[config.mk]
export PLATFORM = sky130hd
export DESIGN_NAME = uwbd_top
export DESIGN_NICKNAME = d
export VERILOG_FILES = /design/src/pkg/uwbd_pkg.sv /design/src/rtl/uwbd_top.sv
export VERILOG_INCLUDE_DIRS = /design/src /design/src/pkg
export SDC_FILE = /design/constraint.sdc
export NUM_CORES = 1
export LEC_CHECK = 0
export ABC_AREA = 1
export BUFFER_PORTS_ARGS = -buffer_cell sky130_fd_sc_hd__clkbuf_2
export CORE_MARGIN = 5
export CORE_UTILIZATION = 40
export DETAILED_ROUTE_END_ITERATION = 16
export PLACE_DENSITY = 0.68
export SLEW_MARGIN = 20
export SYNTH_ARGS = -nofsm -noshare
export SYNTH_HDL_FRONTEND = slang
export SYNTH_SLANG_ARGS = --single-unit
[constraint.sdc]
create_clock -name ref_clk_i -period 9.2 [get_ports ref_clk_i]
set_clock_uncertainty 0.15 [all_clocks]
set_input_delay 0.92 -clock ref_clk_i [delete_from_list [all_inputs] [get_ports ref_clk_i]]
set_output_delay 0.92 -clock ref_clk_i [all_outputs]
set_load 0.02 [all_outputs]
[src/pkg/uwbd_consts.svh]
// offsets, field positions, reset values and decode constants of the upstream windows
`ifndef UWBD_CONSTS_SVH
`define UWBD_CONSTS_SVH
`define UWBD_OFF_WIN_ONE   12'h058
`define UWBD_OFF_WIN_TWO   12'h05C
`define UWBD_REG_RST       32'h00000000
`define UWBD_BIT_SPACE     0
`define UWBD_BIT_PREF      3
`define UWBD_BIT_EN        31
`define UWBD_BIT_LUT_OK    0
`define UWBD_TYPE_32       2'h0
`define UWBD_TYPE_64       2'h1
`define UWBD_W1_BASE_LSB   6
`define UWBD_W1_MEM_LSB    12
`define UWBD_W1_IO_LSB     8
`define UWBD_W2_BASE_SH    6'h0E
`define UWBD_PAGE_SH       6'h08
`define UWBD_PAGE_CODE_MAX 5'h11
`endif

[src/pkg/uwbd_pkg.sv]
// types shared by the upstream window decode block
package uwbd_pkg;
   typedef struct packed {
      logic        psel;
      logic        penable;
      logic        pwrite;
      logic [11:0] paddr;
      logic [31:0] pwdata;
   } uwbd_apb_req_type;
   typedef struct packed {
      logic        valid;
      logic        io;
      logic [31:0] addr;
   } uwbd_up_req_type;
   typedef enum logic [1:0] {WIN_NONE, WIN_ONE, WIN_TWO} uwbd_win_type;
   typedef struct packed {
      logic         valid;
      logic         claim;
      uwbd_win_type win;
      logic [31:0]  addr;
   } uwbd_resp_type;
endpackage : uwbd_pkg

[src/rtl/uwbd_top.sv]
// upstream base-address windows one and two: apb registers, decode and translation
//
// The APB register port was decided locally.
`timescale 1ns/1ps
`default_nettype none
`include "uwbd_consts.svh"

module uwbd_top #(
   parameter logic W2_PREFETCH = 1'b0
) (
   input  wire logic                     ref_clk_i,
   input  wire logic                     rst_i,
   input  wire uwbd_pkg::uwbd_apb_req_type apb_i,
   output var  logic                     pready_o,
   output var  logic [31:0]              prdata_o,
   output var  logic                     pslverr_o,
   input  wire logic [31:0]              w1_setup_i,
   input  wire logic [31:0]              w1_xlat_base_i,
   input  wire logic [4:0]               w2_page_code_i,
   input  wire uwbd_pkg::uwbd_up_req_type req_i,
   output var  logic [5:0]               lut_index_o,
   input  wire logic [31:0]              lut_entry_i,
   output var  uwbd_pkg::uwbd_resp_type  resp_o
);

   // register state
   logic [31:0] base1_r;
   logic [31:0] base1_nxt;
   logic [31:0] base2_r;
   logic [31:0] base2_nxt;
   logic        pready_r;
   logic [31:0] prdata_r;
   logic        pslverr_r;

   // pipeline state
   logic        s1_vld_r;
   logic        s1_hit1_r;
   logic        s1_hit2_r;
   logic [31:0] s1_addr_r;
   logic [31:0] s1_xlat1_r;
   logic [31:0] s1_pmask_r;
   logic [5:0]  lut_idx_r;
   uwbd_pkg::uwbd_resp_type resp_r;
   uwbd_pkg::uwbd_resp_type resp_nxt;

   // window one size: setup bits pick writable base bits
   wire        w1_en     = w1_setup_i[`UWBD_BIT_EN];
   wire        w1_io     = w1_setup_i[`UWBD_BIT_SPACE];
   wire [25:0] w1_mem_m  = {w1_setup_i[31:`UWBD_W1_MEM_LSB], 6'h00};
   wire [25:0] w1_io_m   = {24'hFFFFFF, w1_setup_i[7:`UWBD_W1_BASE_LSB]};
   wire [25:0] w1_sel_m  = w1_io ? w1_io_m : w1_mem_m;
   wire [25:0] w1_mask26 = w1_en ? w1_sel_m : 26'h0000000;
   wire [31:0] w1_mask   = {w1_mask26, 6'h00};
   wire [31:0] base1_eff = base1_r & w1_mask;
   wire [31:0] w1_xlat_m = w1_xlat_base_i & w1_mask;
   wire [1:0]  w1_type   = (w1_setup_i[2:1] == `UWBD_TYPE_64 && !w1_io) ?
                           `UWBD_TYPE_64 : `UWBD_TYPE_32;
   wire        w1_pref   = w1_setup_i[`UWBD_BIT_PREF] & ~w1_io;

   // window two size: page code clamps at 32MB pages, a 2GB window
   wire [4:0]  w2_code   = (w2_page_code_i > `UWBD_PAGE_CODE_MAX) ?
                           `UWBD_PAGE_CODE_MAX : w2_page_code_i;
   wire [5:0]  w2_sh     = `UWBD_W2_BASE_SH + {1'b0, w2_code};
   wire [5:0]  pg_sh     = `UWBD_PAGE_SH + {1'b0, w2_code};
   wire [31:0] w2_mask   = 32'hFFFFFFFF << w2_sh;
   wire [31:0] pg_mask   = 32'hFFFFFFFF << pg_sh;
   wire [31:0] base2_eff = base2_r & w2_mask;

   // readback: reserved bits are constant zero, never stored
   wire [31:0] w1_rd = base1_eff |
                       {28'h0000000, w1_pref, w1_type, 1'b0};
   wire [31:0] w2_rd = base2_eff |
                       {28'h0000000, W2_PREFETCH, `UWBD_TYPE_32, 1'b0};

   // apb decode; one wait state keeps pready and prdata flopped
   wire hit_w1   = (apb_i.paddr == `UWBD_OFF_WIN_ONE);
   wire hit_w2   = (apb_i.paddr == `UWBD_OFF_WIN_TWO);
   wire mapped   = hit_w1 | hit_w2;
   wire acc      = apb_i.psel & apb_i.penable;
   wire acc_first = acc & ~pready_r;
   wire acc_done = acc & pready_r;
   wire wr_done  = acc_done & apb_i.pwrite;
   wire [31:0] rd_mux = hit_w1 ? w1_rd : (hit_w2 ? w2_rd : 32'h00000000);

   // write merge: only writable bits take new data
   assign base1_nxt = (wr_done && hit_w1) ?
                      ((apb_i.pwdata & w1_mask) | (base1_r & ~w1_mask)) : base1_r;
   assign base2_nxt = (wr_done && hit_w2) ?
                      ((apb_i.pwdata & w2_mask) | (base2_r & ~w2_mask)) : base2_r;

   // base registers clear on bridge reset, so both windows start closed
   always_ff @(posedge ref_clk_i or posedge rst_i)
   begin
      if (rst_i)
      begin
         base1_r <= `UWBD_REG_RST;
         base2_r <= `UWBD_REG_RST;
      end
      else
      begin
         base1_r <= base1_nxt;
         base2_r <= base2_nxt;
      end
   end

   // apb answer flops
   always_ff @(posedge ref_clk_i or posedge rst_i)
   begin
      if (rst_i)
      begin
         pready_r  <= 1'b0;
         prdata_r  <= 32'h00000000;
         pslverr_r <= 1'b0;
      end
      else
      begin
         pready_r  <= acc_first;
         prdata_r  <= (acc_first && !apb_i.pwrite) ? rd_mux : 32'h00000000;
         pslverr_r <= acc_first & ~mapped;
      end
   end

   // stage one: match both windows, pick the lookup page
   wire [31:0] rq_a    = req_i.addr;
   wire        w1_live = w1_en && (base1_eff != 32'h00000000);
   wire        w2_live = (base2_eff != 32'h00000000);
   wire        m1      = ((rq_a & w1_mask) == base1_eff) && (req_i.io == w1_io);
   wire        m2      = ((rq_a & w2_mask) == base2_eff) && !req_i.io;
   wire [31:0] pg_sel  = rq_a >> pg_sh;
   wire [31:0] xlat1   = w1_xlat_m | (rq_a & ~w1_mask);

   // stage one flops; lookup index leaves a cycle ahead of the response
   always_ff @(posedge ref_clk_i or posedge rst_i)
   begin
      if (rst_i)
      begin
         s1_vld_r   <= 1'b0;
         s1_hit1_r  <= 1'b0;
         s1_hit2_r  <= 1'b0;
         s1_addr_r  <= 32'h00000000;
         s1_xlat1_r <= 32'h00000000;
         s1_pmask_r <= 32'h00000000;
         lut_idx_r  <= 6'h00;
      end
      else
      begin
         s1_vld_r   <= req_i.valid;
         s1_hit1_r  <= req_i.valid & w1_live & m1;
         s1_hit2_r  <= req_i.valid & w2_live & m2;
         s1_addr_r  <= rq_a;
         s1_xlat1_r <= xlat1;
         s1_pmask_r <= pg_mask;
         lut_idx_r  <= pg_sel[5:0];
      end
   end

   // stage two: window one wins overlap; a dead page never claims
   wire        pg_ok  = lut_entry_i[`UWBD_BIT_LUT_OK];
   wire        hit2_ok = s1_hit2_r & pg_ok;
   wire [31:0] xlat2  = (lut_entry_i & s1_pmask_r) |
                        (s1_addr_r & ~s1_pmask_r);

   always_comb
   begin
      resp_nxt       = '0;
      resp_nxt.valid = s1_vld_r;
      resp_nxt.win   = uwbd_pkg::WIN_NONE;
      resp_nxt.addr  = s1_addr_r;
      if (s1_hit1_r)
      begin
         resp_nxt.claim = 1'b1;
         resp_nxt.win   = uwbd_pkg::WIN_ONE;
         resp_nxt.addr  = s1_xlat1_r;
      end
      else if (hit2_ok)
      begin
         resp_nxt.claim = 1'b1;
         resp_nxt.win   = uwbd_pkg::WIN_TWO;
         resp_nxt.addr  = xlat2;
      end
   end

   // response flop
   always_ff @(posedge ref_clk_i or posedge rst_i)
   begin
      if (rst_i)
         resp_r <= '0;
      else
         resp_r <= resp_nxt;
   end

   // outputs straight from flops
   assign pready_o    = pready_r;
   assign prdata_o    = prdata_r;
   assign pslverr_o   = pslverr_r;
   assign lut_index_o = lut_idx_r;
   assign resp_o      = resp_r;

   // read completion: the edge at which the master takes prdata
   wire rd_end = pready_r & acc & ~apb_i.pwrite;

   // plain copies for $past, which wants whole signals
   wire        rq_io  = req_i.io;
   wire [31:0] wdat   = apb_i.pwdata;
   wire [5:0]  pg_at0 = rq_a[13:8];
endmodule : uwbd_top
`default_nettype wire

After elaboration in Yosys (flattened, before gate mapping)

Cells that the tools add are included.

Flip-flop bits (word level): 239
Input port bits: 184

Add/subtract/negate cells: 2
Magnitude comparators: 1
Equal/unequal tests: 6
Shifts and indexed selects: 3
Multiplexer cells: 9
Bitwise gates (word level): 35
Reduce and logical (&&, ||, !) cells: 12

Operator list:

| operator                | number |
|---|---|
| $and A32 B32 Y32        | 12 |
| $or A32 B32 Y32         | 4 |
| $mux W32                | 3 |
| $not A32 Y32            | 3 |
| $mux W35                | 2 |
| $eq A32 B32 Y1          | 2 |
| $reduce_bool A32 Y1     | 2 |
| $shl A32 B6 Y32 const A | 2 |
| $or A32 B4 Y32          | 1 |
| $shr A32 B6 Y6          | 1 |
| $mux W26                | 1 |
| $mux W25                | 1 |
| $eq A12 B7 Y1 const B   | 2 |
| $add A4 B5 Y6 const A   | 2 |
| $and A1 B1 Y1           | 11 |
| $logic_and A1 B1 Y1     | 7 |
| $gt A5 B5 Y1 const B    | 1 |
| $mux W5                 | 1 |
| $logic_not A1 Y1        | 3 |
| $not A1 Y1              | 3 |
| $eq A2 B1 Y1 const B    | 1 |
| $eq A1 B1 Y1            | 1 |
| $mux W1                 | 1 |
| $or A1 B1 Y1            | 1 |

Logic depth before layout (Yosys ltp)

Gate-level depths: netlist of run 1.

Depth after elaboration: 8
Mapped depth: 20

Worst setup path after synthesis of run 1

OpenSTA, ideal clock, no wires.

Path kind: input to register
Start point: in w2_page_code_i[4]
End point: reg s1_hit2_r
Setup time: 0.117 ns
Data arrival time: 3.201 ns
Required time: 8.933 ns
Path slack: 5.732 ns
Stages: 17
Buffers on the path: 2
Path through: buf_4 > nor2_2 > clkinv_1 > buf_2 > ha_1 > inv_1 > ha_1 > inv_1 > nand2_1 > nor2_1 > nand2_1 > o31ai_1 > nor2_1 > nand2_1 > nor2_1 > nand3_1 > nor2_1

Longest elaborated chain between the ends: 8
Elaborated cells on any way between the ends: 11

Ends and longest elaborated chain:

| item                                                  | RTL line                         | RTL |
|---|---|---|
| start, declared                                       | uwbd_top.sv:19                   | `input wire logic [4:0] w2_page_code_i,` |
| $gt A5 B5 Y1 (no source line)                         | --                               |  |
| $mux W5 *                                             | uwbd_top.sv:61                   | `` wire [4:0] w2_code = (w2_page_code_i > `UWBD_PAGE_CODE_MAX) ? `` |
| $add A4 B5 Y6 (no source line) *                      | --                               |  |
| $shl A32 B6 Y32 *                                     | uwbd_top.sv:65                   | `wire [31:0] w2_mask = 32'hFFFFFFFF << w2_sh;` |
| $and A32 B32 Y32, on equally long branches            | uwbd_top.sv:67, uwbd_top.sv:128  |  |
| $reduce_bool A32 Y1 or $eq A32 B32 Y1 (tied branches) | uwbd_top.sv:126, uwbd_top.sv:128 |  |
| $and A1 B1 Y1 or $logic_and A1 B1 Y1 (tied branches)  | uwbd_top.sv:149, uwbd_top.sv:128 |  |
| $and A1 B1 Y1 *                                       | uwbd_top.sv:149                  | `s1_hit2_r <= req_i.valid & w2_live & m2;` |
| end signal, assigned                                  | uwbd_top.sv:149                  |  |
| end, declared                                         | uwbd_top.sv:38                   | `logic s1_hit2_r;` |

Mark *: on every way between the ends. The rest lies on a longest branch, timed or not.
A chain may end at the register's enable or synchronous reset.

Final worst setup path of run 1

Ends and elaborated chain as after synthesis.

==> out/qor.csv, run 1 <==
stage,metric,value,unit
drt,Post-Route WL,40170,um
drt,DR pass1 iterations,5,
floorplanning,I/O pin count,260,
worst_setup_path,Slowest cell on crit path,clkinv_1,
clock_network,Hold Buf Count CTS,0,
worst_setup_path,CP bufs+invs,6,
sta,worst rel slew slack,0.3115,
clock_network,Root Driver,clkbuf_16,
power,Leak,6.917,nW
drt,total number of vias,10060,
grt,initial antenna violation count,1,
sta,Fin. Hold Viols,0,
floorplanning,Core Area,0.02703,mm^2
worst_setup_path,Crit path largest cell delay,470,ps
sta,highest clock rate,0.2347,GHz
finish,fin cells,1920,
power,Cell Int Power,0.001785,W
drt,Final ANT Viol Nets,0,
worst_setup_path,Startpoint Class,input port,
floorplanning,die area,0.03096,mm^2
job,# Max-Cap Violations,0,
sta,final number of setup-violating endpoints,0,
drt,1st-iter DRT viols,778,
clock_network,Max Root-Sink Buffers,3,
sta,setup TNS,0,ps
finish,Final nets,1757,
sta,RSZ-0062 raised after global routing,false,
power,power per cell area,181.0,mW/mm^2
floorplanning,Die Width,176.0,um
synthesis,"Seq/Total Area, Yosys",0.5134,
floorplanning,Starting Density,0.4076,
finish,n_diodes,0,
finish,share of layout cells above drive strength 1,0.2160,
drt,DRC,0,
worst_setup_path,WP data required,9470,ps
worst_setup_path,Arrival @ worst endpoint,4530,ps
worst_setup_path,"CP delay by family, top",buffers and inverters,
power,Peak VDD IR,0.0001156,V
power,Gate power share,0.124,
power,Sw Pwr,0.0006408,W
grt,GRT overflow,0,
synthesis,post-synth cell types,49,
synthesis,cells after synthesis,1325,
worst_setup_path,CP dominant cell by count,nor2_1,
worst_setup_path,WS Path Type,in2reg,
min_path,min-delay worst type,reg2reg,
clock_network,Num CTS Buffers,25,
grt,largest net degree at the start of global routing,152,
clock_network,# H-tree levels,1,
sta,Final min period,4261,ps
clock_network,cts repair resizes,0,
clock_network,Clock Pin Slew Worst Setup and Hold Paths,60,ps
synthesis,Seq cells post-synth,226,
sta,worst slew pin tran,1030,ps
floorplanning,Die H,176.0,um
grt,first-pass GRT wire length,59910,um
clock_network,"Setup Fix Bufs, Post-CTS",0,
worst_setup_path,Setup crit end kind,flip-flop,
placement,PortBufs,246,
power,Pwr Total,0.002426,W
drt,wire per inst,20.92,um
outcome,status,"complete, no violations",
floorplanning,std cell rows,60,
drt,Via density,5.239,
sta,Slew Limit Fails,0,
synthesis,Mean Syn Cell Area,8.314,um^2
clock_network,clk sink count,226,
power,Sw Ratio,0.2642,
placement,routability cong.,0.9735,
finish,Synth-to-Final Area Change,21.66,%
clock_network,CTS tree,done,
sta,period utilization,0.4632,
placement,placed cell count,1877,
synthesis,mapped cell area,0.01102,mm^2
placement,DP Wirelength,31150,um
synthesis,synth warn,0,
worst_setup_path,CP cell instances,clkbuf_2 > nor2_2 > buf_4 > clkinv_1 > ha_1 > inv_1 > ha_1 > inv_1 > nor2_2 > inv_1 > nand2_1 > nor2_1 > nand2_1 > nand2_1 > nor2_1 > nand3_1 > nor2_1 > nand3_1 > nor2_1 > nor2_1,
grt,overall global routing resource usage,0.2543,
worst_setup_path,critical path peak fanout,23,
power,Sequential Power Share,0.431,
clock_network,Clock Latency Late Sink,520,ps
grt,number of global-route vias before repair,10020,
power,clock share of power,0.446,
-- power groups by stage --
stage          clock, W  sequential [W]  combinational (W)
2_1_floorplan         0         0.00108           0.000149
3_3_place_gp          0         0.00106           0.000297
3_5_place_dp          0         0.00106           0.000298
4_1_cts         0.00110         0.00104           0.000299
5_1_grt         0.00114         0.00105           0.000328
6_report        0.00108         0.00104           0.000300
-- synth_stat cells (all sizes together) --
| cell | count | area share |
|---|---|---|
| o22ai | 14 | 0.0080 |
| o21a | 1 | 0.00068 |
| a31oi | 12 | 0.0068 |
| nand3 | 83 | 0.038 |
| o2111ai | 1 | 0.00080 |
| xor2 | 23 | 0.018 |
| mux2 | 15 | 0.015 |
| o32ai | 20 | 0.016 |
| nand3b | 3 | 0.0020 |
| xnor2 | 8 | 0.0064 |
| and3 | 1 | 0.00057 |
| clkbuf | 20 | 0.0068 |
| dfrtp | 226 | 0.51 |
| buf | 21 | 0.013 |
| a21o | 1 | 0.00068 |
| nand4 | 17 | 0.0097 |
| or2 | 3 | 0.0017 |
| o211ai | 8 | 0.0055 |
| o31ai | 7 | 0.0048 |
| o21ai | 135 | 0.062 |
| mux2i | 6 | 0.0055 |
| a21oi | 45 | 0.021 |
| a22oi | 2 | 0.0014 |
| a211oi | 2 | 0.0014 |
| nand2 | 361 | 0.13 |
| ha | 10 | 0.011 |
| nor2 | 119 | 0.045 |
| nor3 | 5 | 0.0023 |
| nor3b | 1 | 0.00068 |
| o221ai | 1 | 0.00080 |
| inv | 144 | 0.049 |
| clkinv | 2 | 0.00068 |
| nor4 | 5 | 0.0028 |
| a41oi | 2 | 0.0016 |
| conb | 1 | 0.00034 |
-- cells by family (layout without fill, tap and decap cells) --
logic type | Yosys count | after routing | synth area share
other cells | 1 | 2 | 0.0003404
buf+inv | 187 | 440 | 0.06940
simple gates | 598 | 598 | 0.2288
xor+xnor | 31 | 31 | 0.02465
fa+ha+maj | 10 | 10 | 0.01136
flops | 226 | 226 | 0.5134
mux | 21 | 21 | 0.02079
compound gates | 251 | 251 | 0.1313
-- worst paths after layout --
| path | cells past startpoint | from | slack (ps) | to |
|---|---|---|---|---|
| setup / recovery | 20 | w2_page_code_i[4] | 4940 | s1_hit2_r$_DFF_PP0_ |
| hold / removal | 0 | s1_vld_r$_DFF_PP0_ | 200 | resp_o[35]$_DFF_PP0_ |
| setup reg to reg | 7 | pready_o$_DFF_PP0_ | 6270 | flip-flop |
| hold reg to reg | 0 | s1_vld_r$_DFF_PP0_ | 200 | resp_o[35]$_DFF_PP0_ |
| max in group asynchronous | 3 | rst_i | 7010 | asynchronous set/reset pin |
| min in group asynchronous | 2 | rst_i | 390 | resp_o[29]$_DFF_PP0_ |
-- layout by cell type, fill, tap and decap left out, types with 3 or more instances in the layout --
cell type,instances
buf_4,5
nor3_1,5
xor2_1,23
dfrtp_1,226
nand2_1,353
inv_2,6
or2_2,3
xnor2_1,8
bufinv_16,5
clkbuf_8,3
mux2i_1,6
nor4_1,5
clkinv_4,3
ha_1,10
o22ai_1,14
nor2_2,9
clkbuf_2,246
clkbuf_16,25
o21ai_1,10
a31oi_1,12
nand4_1,17
o21ai_0,122
inv_1,137
nand2_2,6
o31ai_1,7
o211ai_1,8
nand3_1,82
nand3b_1,3
nor2_1,106
nor2_4,4
o32ai_1,20
clkbuf_1,3
a21oi_1,44
o21ai_2,3
mux2_2,14
-- area by class of cell --
cell class / count / area [um^2]
clock buffers: 31 / 678.2
clock inverters: 12 / 210.2
inverters: 146 / 560.5
flip-flops and latches: 226 / 5655
repair buffers: 251 / 1269
multi-input cells: 913 / 4602
well taps: 341 / 426.7
fillers: 2693 / 13620
-- through the flow --
step	cell area (um^2)	worst slack [ps]	hold slack, ps	util
finish	13400	4939	197.5	0.4959
global route	13400	4693	224.8	0.4959
CTS	13400	4985	199.2	0.4957
detailed placement	12510	4457	185.5	0.4628
global placement	12510	4467	182.7	0.4628
floorplan	11020	1939	181.2	-
-- routing by layer --
metal | global-route usage | up-vias | part of all wire
li1 | - | 4835 | -
met1 | 0.3513 | 4763 | 0.43
met2 | 0.4230 | 395 | 0.48
met3 | 0.03019 | 64 | 0.064
met4 | 0.07797 | 2 | 0.030
met5 | 0 | - | 0.00030
(Power assumes the default switching activity.)
==> run 2, diff against run 1 <==
ABC_AREA = 0   (was 1)
clock period = 4.2 ns   (was 9.2 ns; I/O delays follow)
==> run 2 against run 1 <==
  * Cell area up 8.3%
  * Sequential share of layout area down 3.2 points
  * Clock-buffer cell count up 3
  * Wire length up 5.2%
  * Setup slack worse by 3900 ps
  * Worst hold slack worse by 180 ps
  * Global-route usage up 0.74 points
  * Sequential cell count unchanged
  * Via count up 0.34%
  * Critical path depth down 7
  * Power up 120%
  * Final cell count down 6.0%
  * Critical path type unchanged
  * Largest cell class unchanged
  * Highest routed layer is now met4
==> out/qor.csv, run 2 <==
stage,metric,value,unit
floorplanning,Die H,178.4,um
clock_network,Clock Pin Slew Worst Setup and Hold Paths,70,ps
synthesis,"top cells by count, synth","dfrtp_1 (226), nand2_1 (145), nor2_1 (102)",
drt,DR pass1 iterations,5,
grt,first-pass GRT wire length,62780,um
drt,wire per inst,23.42,um
worst_setup_path,Arrival @ worst endpoint,3410,ps
finish,Synth-to-Final Area Change,27.97,%
placement,routability cong.,0.9586,
clock_network,clk sink count,226,
drt,1st-iter DRT viols,785,
grt,overall global routing resource usage,0.2617,
sta,period utilization,0.7420,
clock_network,Max Root-Sink Buffers,3,
grt,number of global-route vias before repair,10190,
drt,WL met2,19830,um
worst_setup_path,Crit path largest cell delay,440,ps
sta,worst slew pin tran,1010,ps
floorplanning,I/O pin count,260,
min_path,min-delay worst type,in2reg,
finish,Register Area,0.005655,mm^2
drt,DRC,0,
sta,Slew Limit Fails,0,
clock_network,Root Driver,clkbuf_16,
sta,Fin. Hold Viols,0,
sta,RSZ-0062 raised after global routing,false,
finish,"commonest non-fill, non-tap cell in the layout",clkbuf_2,
drt,metal3 WL,3126,um
grt,largest net degree at the start of global routing,107,
synthesis,most common cell in the netlist,dfrtp_1,
synthesis,post-synthesis mux area share,0.1280,
power,power per cell area,363.9,mW/mm^2
floorplanning,std cell rows,61,
synthesis,Seq cells post-synth,226,
finish,Final Cell Area,0.01451,mm^2
clock_network,Clock Latency Late Sink,540,ps
grt,GRT overflow,0,
worst_setup_path,Startpoint Class,input port,
sta,highest clock rate,0.3209,GHz
synthesis,Post-synth EDFFs,0,
worst_setup_path,WS Path Type,in2reg,
sta,setup TNS,0,ps
sta,worst rel slew slack,0.3094,
drt,Final ANT Viol Nets,0,
floorplanning,Die Width,178.4,um
power,Peak VDD IR,0.0002524,V
worst_setup_path,"CP delay by family, top",compound AO/OA/AOI/OAI gates,
sta,Final min period,3116,ps
synthesis,Synth Area in Compound Gates,0.1442,
finish,Filler cells,2499,
clock_network,Num CTS Buffers,25,
drt,total number of vias,10090,
worst_setup_path,Slowest cell on crit path,a222oi_1,
synthesis,mapped cell area,0.01134,mm^2
synthesis,post-synth top area share,0.4987,
finish,Final nets,1600,
sta,final number of setup-violating endpoints,0,
floorplanning,die area,0.03182,mm^2
grt,initial antenna violation count,1,
worst_setup_path,CP bufs+invs,4,
finish,share of layout cells above drive strength 1,0.3095,
synthesis,ys flop type,dfrtp_1,
clock_network,# H-tree levels,1,
drt,Via density,5.595,
job,# Max-Cap Violations,0,
worst_setup_path,CP cell instances,clkbuf_2 > clkinv_1 > nor2_1 > inv_1 > ha_1 > inv_1 > ha_1 > nand2b_1 > a222oi_1 > a31oi_1 > a2111oi_0 > nand4_1 > a31oi_1,
synthesis,cells after synthesis,1107,
synthesis,Synth Area in XOR/XNOR,0.02703,
floorplanning,Starting Density,0.4071,
drt,highest routed layer,met4,
drt,Post-Route WL,42240,um
synthesis,Post-Synth Simple-Gate Area,0.1558,
worst_setup_path,critical path peak fanout,12,
synthesis,synth warn,0,
synthesis,adder-cell share of the synthesized area,0.01103,
worst_setup_path,WP data required,4490,ps
floorplanning,Core Area,0.02786,mm^2
power,Leak,6.867,nW
placement,dpl cell area,0.01313,mm^2
clock_network,"Setup Fix Bufs, Post-CTS",0,
placement,PortBufs,246,
worst_setup_path,Setup crit end kind,flip-flop,
synthesis,largest family of logic cells by synthesized area,simple AND/OR/NAND/NOR gates,
drt,wl on met1,17540,um
synthesis,Synth area leaders,"dfrtp_1 (50%), mux2_2 (7.6%), nand2_1 (4.8%)",
clock_network,CTS tree,done,
outcome,status,"complete, no violations",
synthesis,Mean Syn Cell Area,10.24,um^2
synthesis,post-synth cell types,81,
finish,most frequent cells in the layout,"clkbuf_2 (246), dfrtp_1 (226), nand2_1 (145)",
synthesis,"Seq/Total Area, Yosys",0.4987,
synthesis,Synth area leader,dfrtp_1,
placement,DP Wirelength,31370,um
finish,area of the multi-input gates,0.005299,mm^2
synthesis,"Async S/R FF share, synth",1.000,
==> run 2: path summary, 6_finish.rpt <==
check	start	endpoint	slack, ps	cells after the start
worst min register to register	s1_vld_r$_DFF_PP0_	resp_o[35]$_DFF_PP0_	240	0
worst min-delay path	apb_i[12]	flip-flop	10	2
min in group asynchronous	rst_i	s1_addr_r[19]$_DFF_PP0_	330	3
worst max-delay path	w2_page_code_i[2]	s1_hit2_r$_DFF_PP0_	1080	13
max in group asynchronous	rst_i	asynchronous set/reset pin	2570	4
worst max register to register	flip-flop	s1_hit1_r$_DFF_PP0_	1470	5
==> run 2: cells by family (layout without fill, tap and decap cells) <==
family | count (synthesis) | count (layout)
adder cells (fa/ha/maj) | 10 | 10
buffers and inverters | 95 | 412
flip-flops | 226 | 226
AND/OR/NAND/NOR | 375 | 375
multiplexers | 127 | 127
AO/OA/AOI/OAI | 238 | 238
other | 1 | 3
XOR/XNOR | 35 | 35
==> run 2: final cells by class <==
cell class                 count  share of cell area
timing repair buffer         346              0.1483
sequential                   226              0.3897
tap                          378             0.03259
clock inverter                12             0.01043
clock buffer                  34             0.04820
inverter                      20            0.005432
multi-input combinational    787              0.3651
antenna                        1           0.0001724
==> run 2: per-stage QoR <==
stage	setup WS, ps	utilization	power, W	cells	hold slack [ps]
final	1084	0.5209	0.005280	1804	12.78
after global routing	752.1	0.5209	0.005472	1804	12.69
after CTS	1077	0.5208	0.005297	1803	2.873
after detailed placement	541.3	0.4712	0.002997	1704	218.7
after global placement	560.3	0.4712	0.002994	1704	182.2
after floorplan	678.0	-	0.002679	1108	181.2
==> run 2: report_power, final <==
| group | internal [W] | switching, W | total, W |
|---|---|---|---|
| clock network | 0.00136 | 0.000915 | 0.00227 |
| registers | 0.00226 | 0.0000250 | 0.00229 |
| logic | 0.000270 | 0.000451 | 0.000721 |
| total | 0.00389 | 0.00139 | 0.00528 |
==> run 2: per-layer routing <==
| metal | GRT usage | vias to the layer above |
|---|---|---|
| met5 | 0 | - |
| met3 | 0.03349 | 98 |
| met1 | 0.3601 | 4932 |
| met2 | 0.4246 | 517 |
| met4 | 0.09818 | 0 |
| li1 | - | 4546 |
==> run 2: timing repair <==
| action | 4_1_cts | 5_1_grt |
|---|---|---|
| hold endpoints to repair | 79 | 0 |
| hold buffers | 53 | 0 |
| resized for setup | 0 | 0 |
==> run 3, diff against run 2 <==
PLACE_DENSITY = 0.71   (was 0.68)
clock period = 2.85 ns   (was 4.2 ns; I/O delays follow)
==> run 3 against run 2 <==
  * Via count rose by 6.0%
  * Die area did not move
  * Critical path depth fell by 5
  * Combinational power rose by 75%
  * Clock-buffer cell count fell by 2
  * Sequential power rose by 47%
  * Setup slack got worse by 930 ps
  * First-iteration DRC count rose by 25%
  * Non-clock buffer count rose by 140
  * Critical path type unchanged
==> out/qor.csv, run 3 (synthesis results as in run 2) <==
stage,metric,value,unit
sta,Final min period,2692,ps
job,# Max-Cap Violations,0,
sta,fin worst setup slack,158.2,ps
placement,pre-CTS WS,-175.3,ps
clock_network,Num CTS Buffers,24,
sta,period utilization,0.9445,
worst_setup_path,Crit path largest cell delay,650,ps
power,clock share of power,0.400,
grt,number of global-route vias before repair,11100,
grt,largest net degree at the start of global routing,98,
floorplanning,Core Area,0.02786,mm^2
worst_setup_path,Startpoint Class,input port,
worst_setup_path,Crit. Startpoint,req_i[22],
clock_network,Clock Latency Late Sink,530,ps
grt,first-pass GRT wire length,66730,um
grt,overall global routing resource usage,0.2796,
drt,DR pass1 iterations,5,
finish,Synth-to-Final Area Change,39.29,%
sta,worst rel slew slack,0.2072,
worst_setup_path,Setup crit end kind,flip-flop,
drt,Post-Route WL,45030,um
power,Gate power share,0.163,
worst_setup_path,Slowest cell on crit path,a2111oi_0,
clock_network,clk sink count,226,
worst_setup_path,CP Capture Point,s1_hit1_r$_DFF_PP0_,
clock_network,Root Driver,clkbuf_16,
placement,routability cong.,0.9345,
drt,Final ANT Viol Nets,0,
power,Cell Int Power,0.005638,W
finish,final core area utilization,0.5670,
power,Sw Pwr,0.002095,W
finish,Filler cells,2380,
clock_network,# H-tree levels,1,
floorplanning,Die Width,178.4,um
sta,worst slew pin tran,1174,ps
drt,total number of vias,10700,
placement,PortBufs,246,
floorplanning,Starting Density,0.4071,
drt,DRC,0,
worst_setup_path,WS Path Type,in2reg,
clock_network,CTS tree,done,
min_path,HP Start,w1_setup_i[15],
floorplanning,I/O pin count,260,
worst_setup_path,critical path peak fanout,9,
sta,hold slack,31.54,ps
power,Leak,7.486,nW
floorplanning,die area,0.03182,mm^2
finish,Final nets,1739,
worst_setup_path,Worst R2R Path Depth,6,
power,Sw Ratio,0.2709,
min_path,min-delay worst type,in2reg,
floorplanning,std cell rows,61,
clock_network,Clock Pin Slew Worst Setup and Hold Paths,70,ps
power,power per cell area,489.6,mW/mm^2
sta,final number of setup-violating endpoints,0,
grt,initial antenna violation count,3,
finish,most frequent cells in the layout,"clkbuf_2 (246), dfrtp_1 (226), nand2_1 (145)",
drt,Via density,5.508,
sta,RSZ-0062 raised after global routing,false,
outcome,status,"complete, no violations",
finish,"commonest non-fill, non-tap cell in the layout",clkbuf_2,
worst_setup_path,R2R Setup Slk,290,ps
worst_setup_path,CP cell instances,dlygate4sd3_1 > clkbuf_2 > nor3b_1 > or4_1 > nor4_1 > nand4_1 > a2111oi_0 > buf_4,
power,Pwr Total,0.007733,W
clock_network,Max Root-Sink Buffers,3,
clock_network,"Setup Fix Bufs, Post-CTS",0,
sta,highest clock rate,0.3715,GHz
min_path,hold path depth,4,
worst_setup_path,worst reg2reg path endpoint,s1_hit1_r$_DFF_PP0_,
floorplanning,Die H,178.4,um
power,Peak VDD IR,0.0003489,V
clock_network,cts repair resizes,0,
worst_setup_path,Arrival @ worst endpoint,3010,ps
finish,share of layout cells above drive strength 1,0.3246,
placement,DP Wirelength,32440,um
drt,1st-iter DRT viols,985,
power,Sequential Power Share,0.436,
clock_network,Hold Buf Count CTS,130,
grt,GRT overflow,0,
sta,Slew Limit Fails,0,
sta,Fin. Hold Viols,0,
worst_setup_path,WP data required,3170,ps
drt,wire per inst,23.19,um
==> run 3: critical path: cells and delay by family <==
kind,cells,cell delay (ps)
and+or+nand+nor,4,1040
buffers and inverters,3,1030
AOI/OAI and AO/OA,1,650
==> run 3: worst min path at each step <==
stage / slack, ps / end
after floorplan: 170 / s1_addr_r[10]$_DFF_PP0_
after global placement: 170 / resp_o[30]$_DFF_PP0_
after detailed placement: 170 / resp_o[30]$_DFF_PP0_
after CTS: 20 / flip-flop
after global routing: 30 / flip-flop
final: 30 / flip-flop
==> run 3: power by group through the flow <==
stage          Sequential, W  Combinational [W]  Clock (W)
2_1_floorplan        0.00347           0.000493          0
3_3_place_gp         0.00343            0.00109          0
3_5_place_dp         0.00343            0.00109          0
4_1_cts              0.00337            0.00124    0.00313
5_1_grt              0.00338            0.00135    0.00326
6_report             0.00337            0.00126    0.00310
==> run 3: layout make-up <==
cell class	instances	area (um^2)	share of cell area
timing repair buffer	486	3458	0.2189
antenna	2	5.005	0.0003169
multi-input combinational	787	5346	0.3385
inverter	20	78.83	0.004991
clock inverter	11	107.6	0.006812
sequential	226	5655	0.3580
tap	378	473.0	0.02994
clock buffer	32	670.6	0.04246
==> run 3: routing by layer <==
layer	track usage	part of all wire	vias to the layer above
li1	-	-	4832
met1	0.3597	0.40	5208
met2	0.4654	0.48	521
met3	0.05150	0.069	134
met4	0.1167	0.049	2
met5	0	0.00040	-
==> run 3: per-stage QoR <==
stage               cell area [um^2]  setup TNS [ps]  instances
floorplan                      11420         -121360       1108
global placement               13710          -68.17       1767
detailed placement             13710          -175.3       1767
CTS                            15790               0       1940
global route                   15800               0       1942
finish                         15800               0       1942
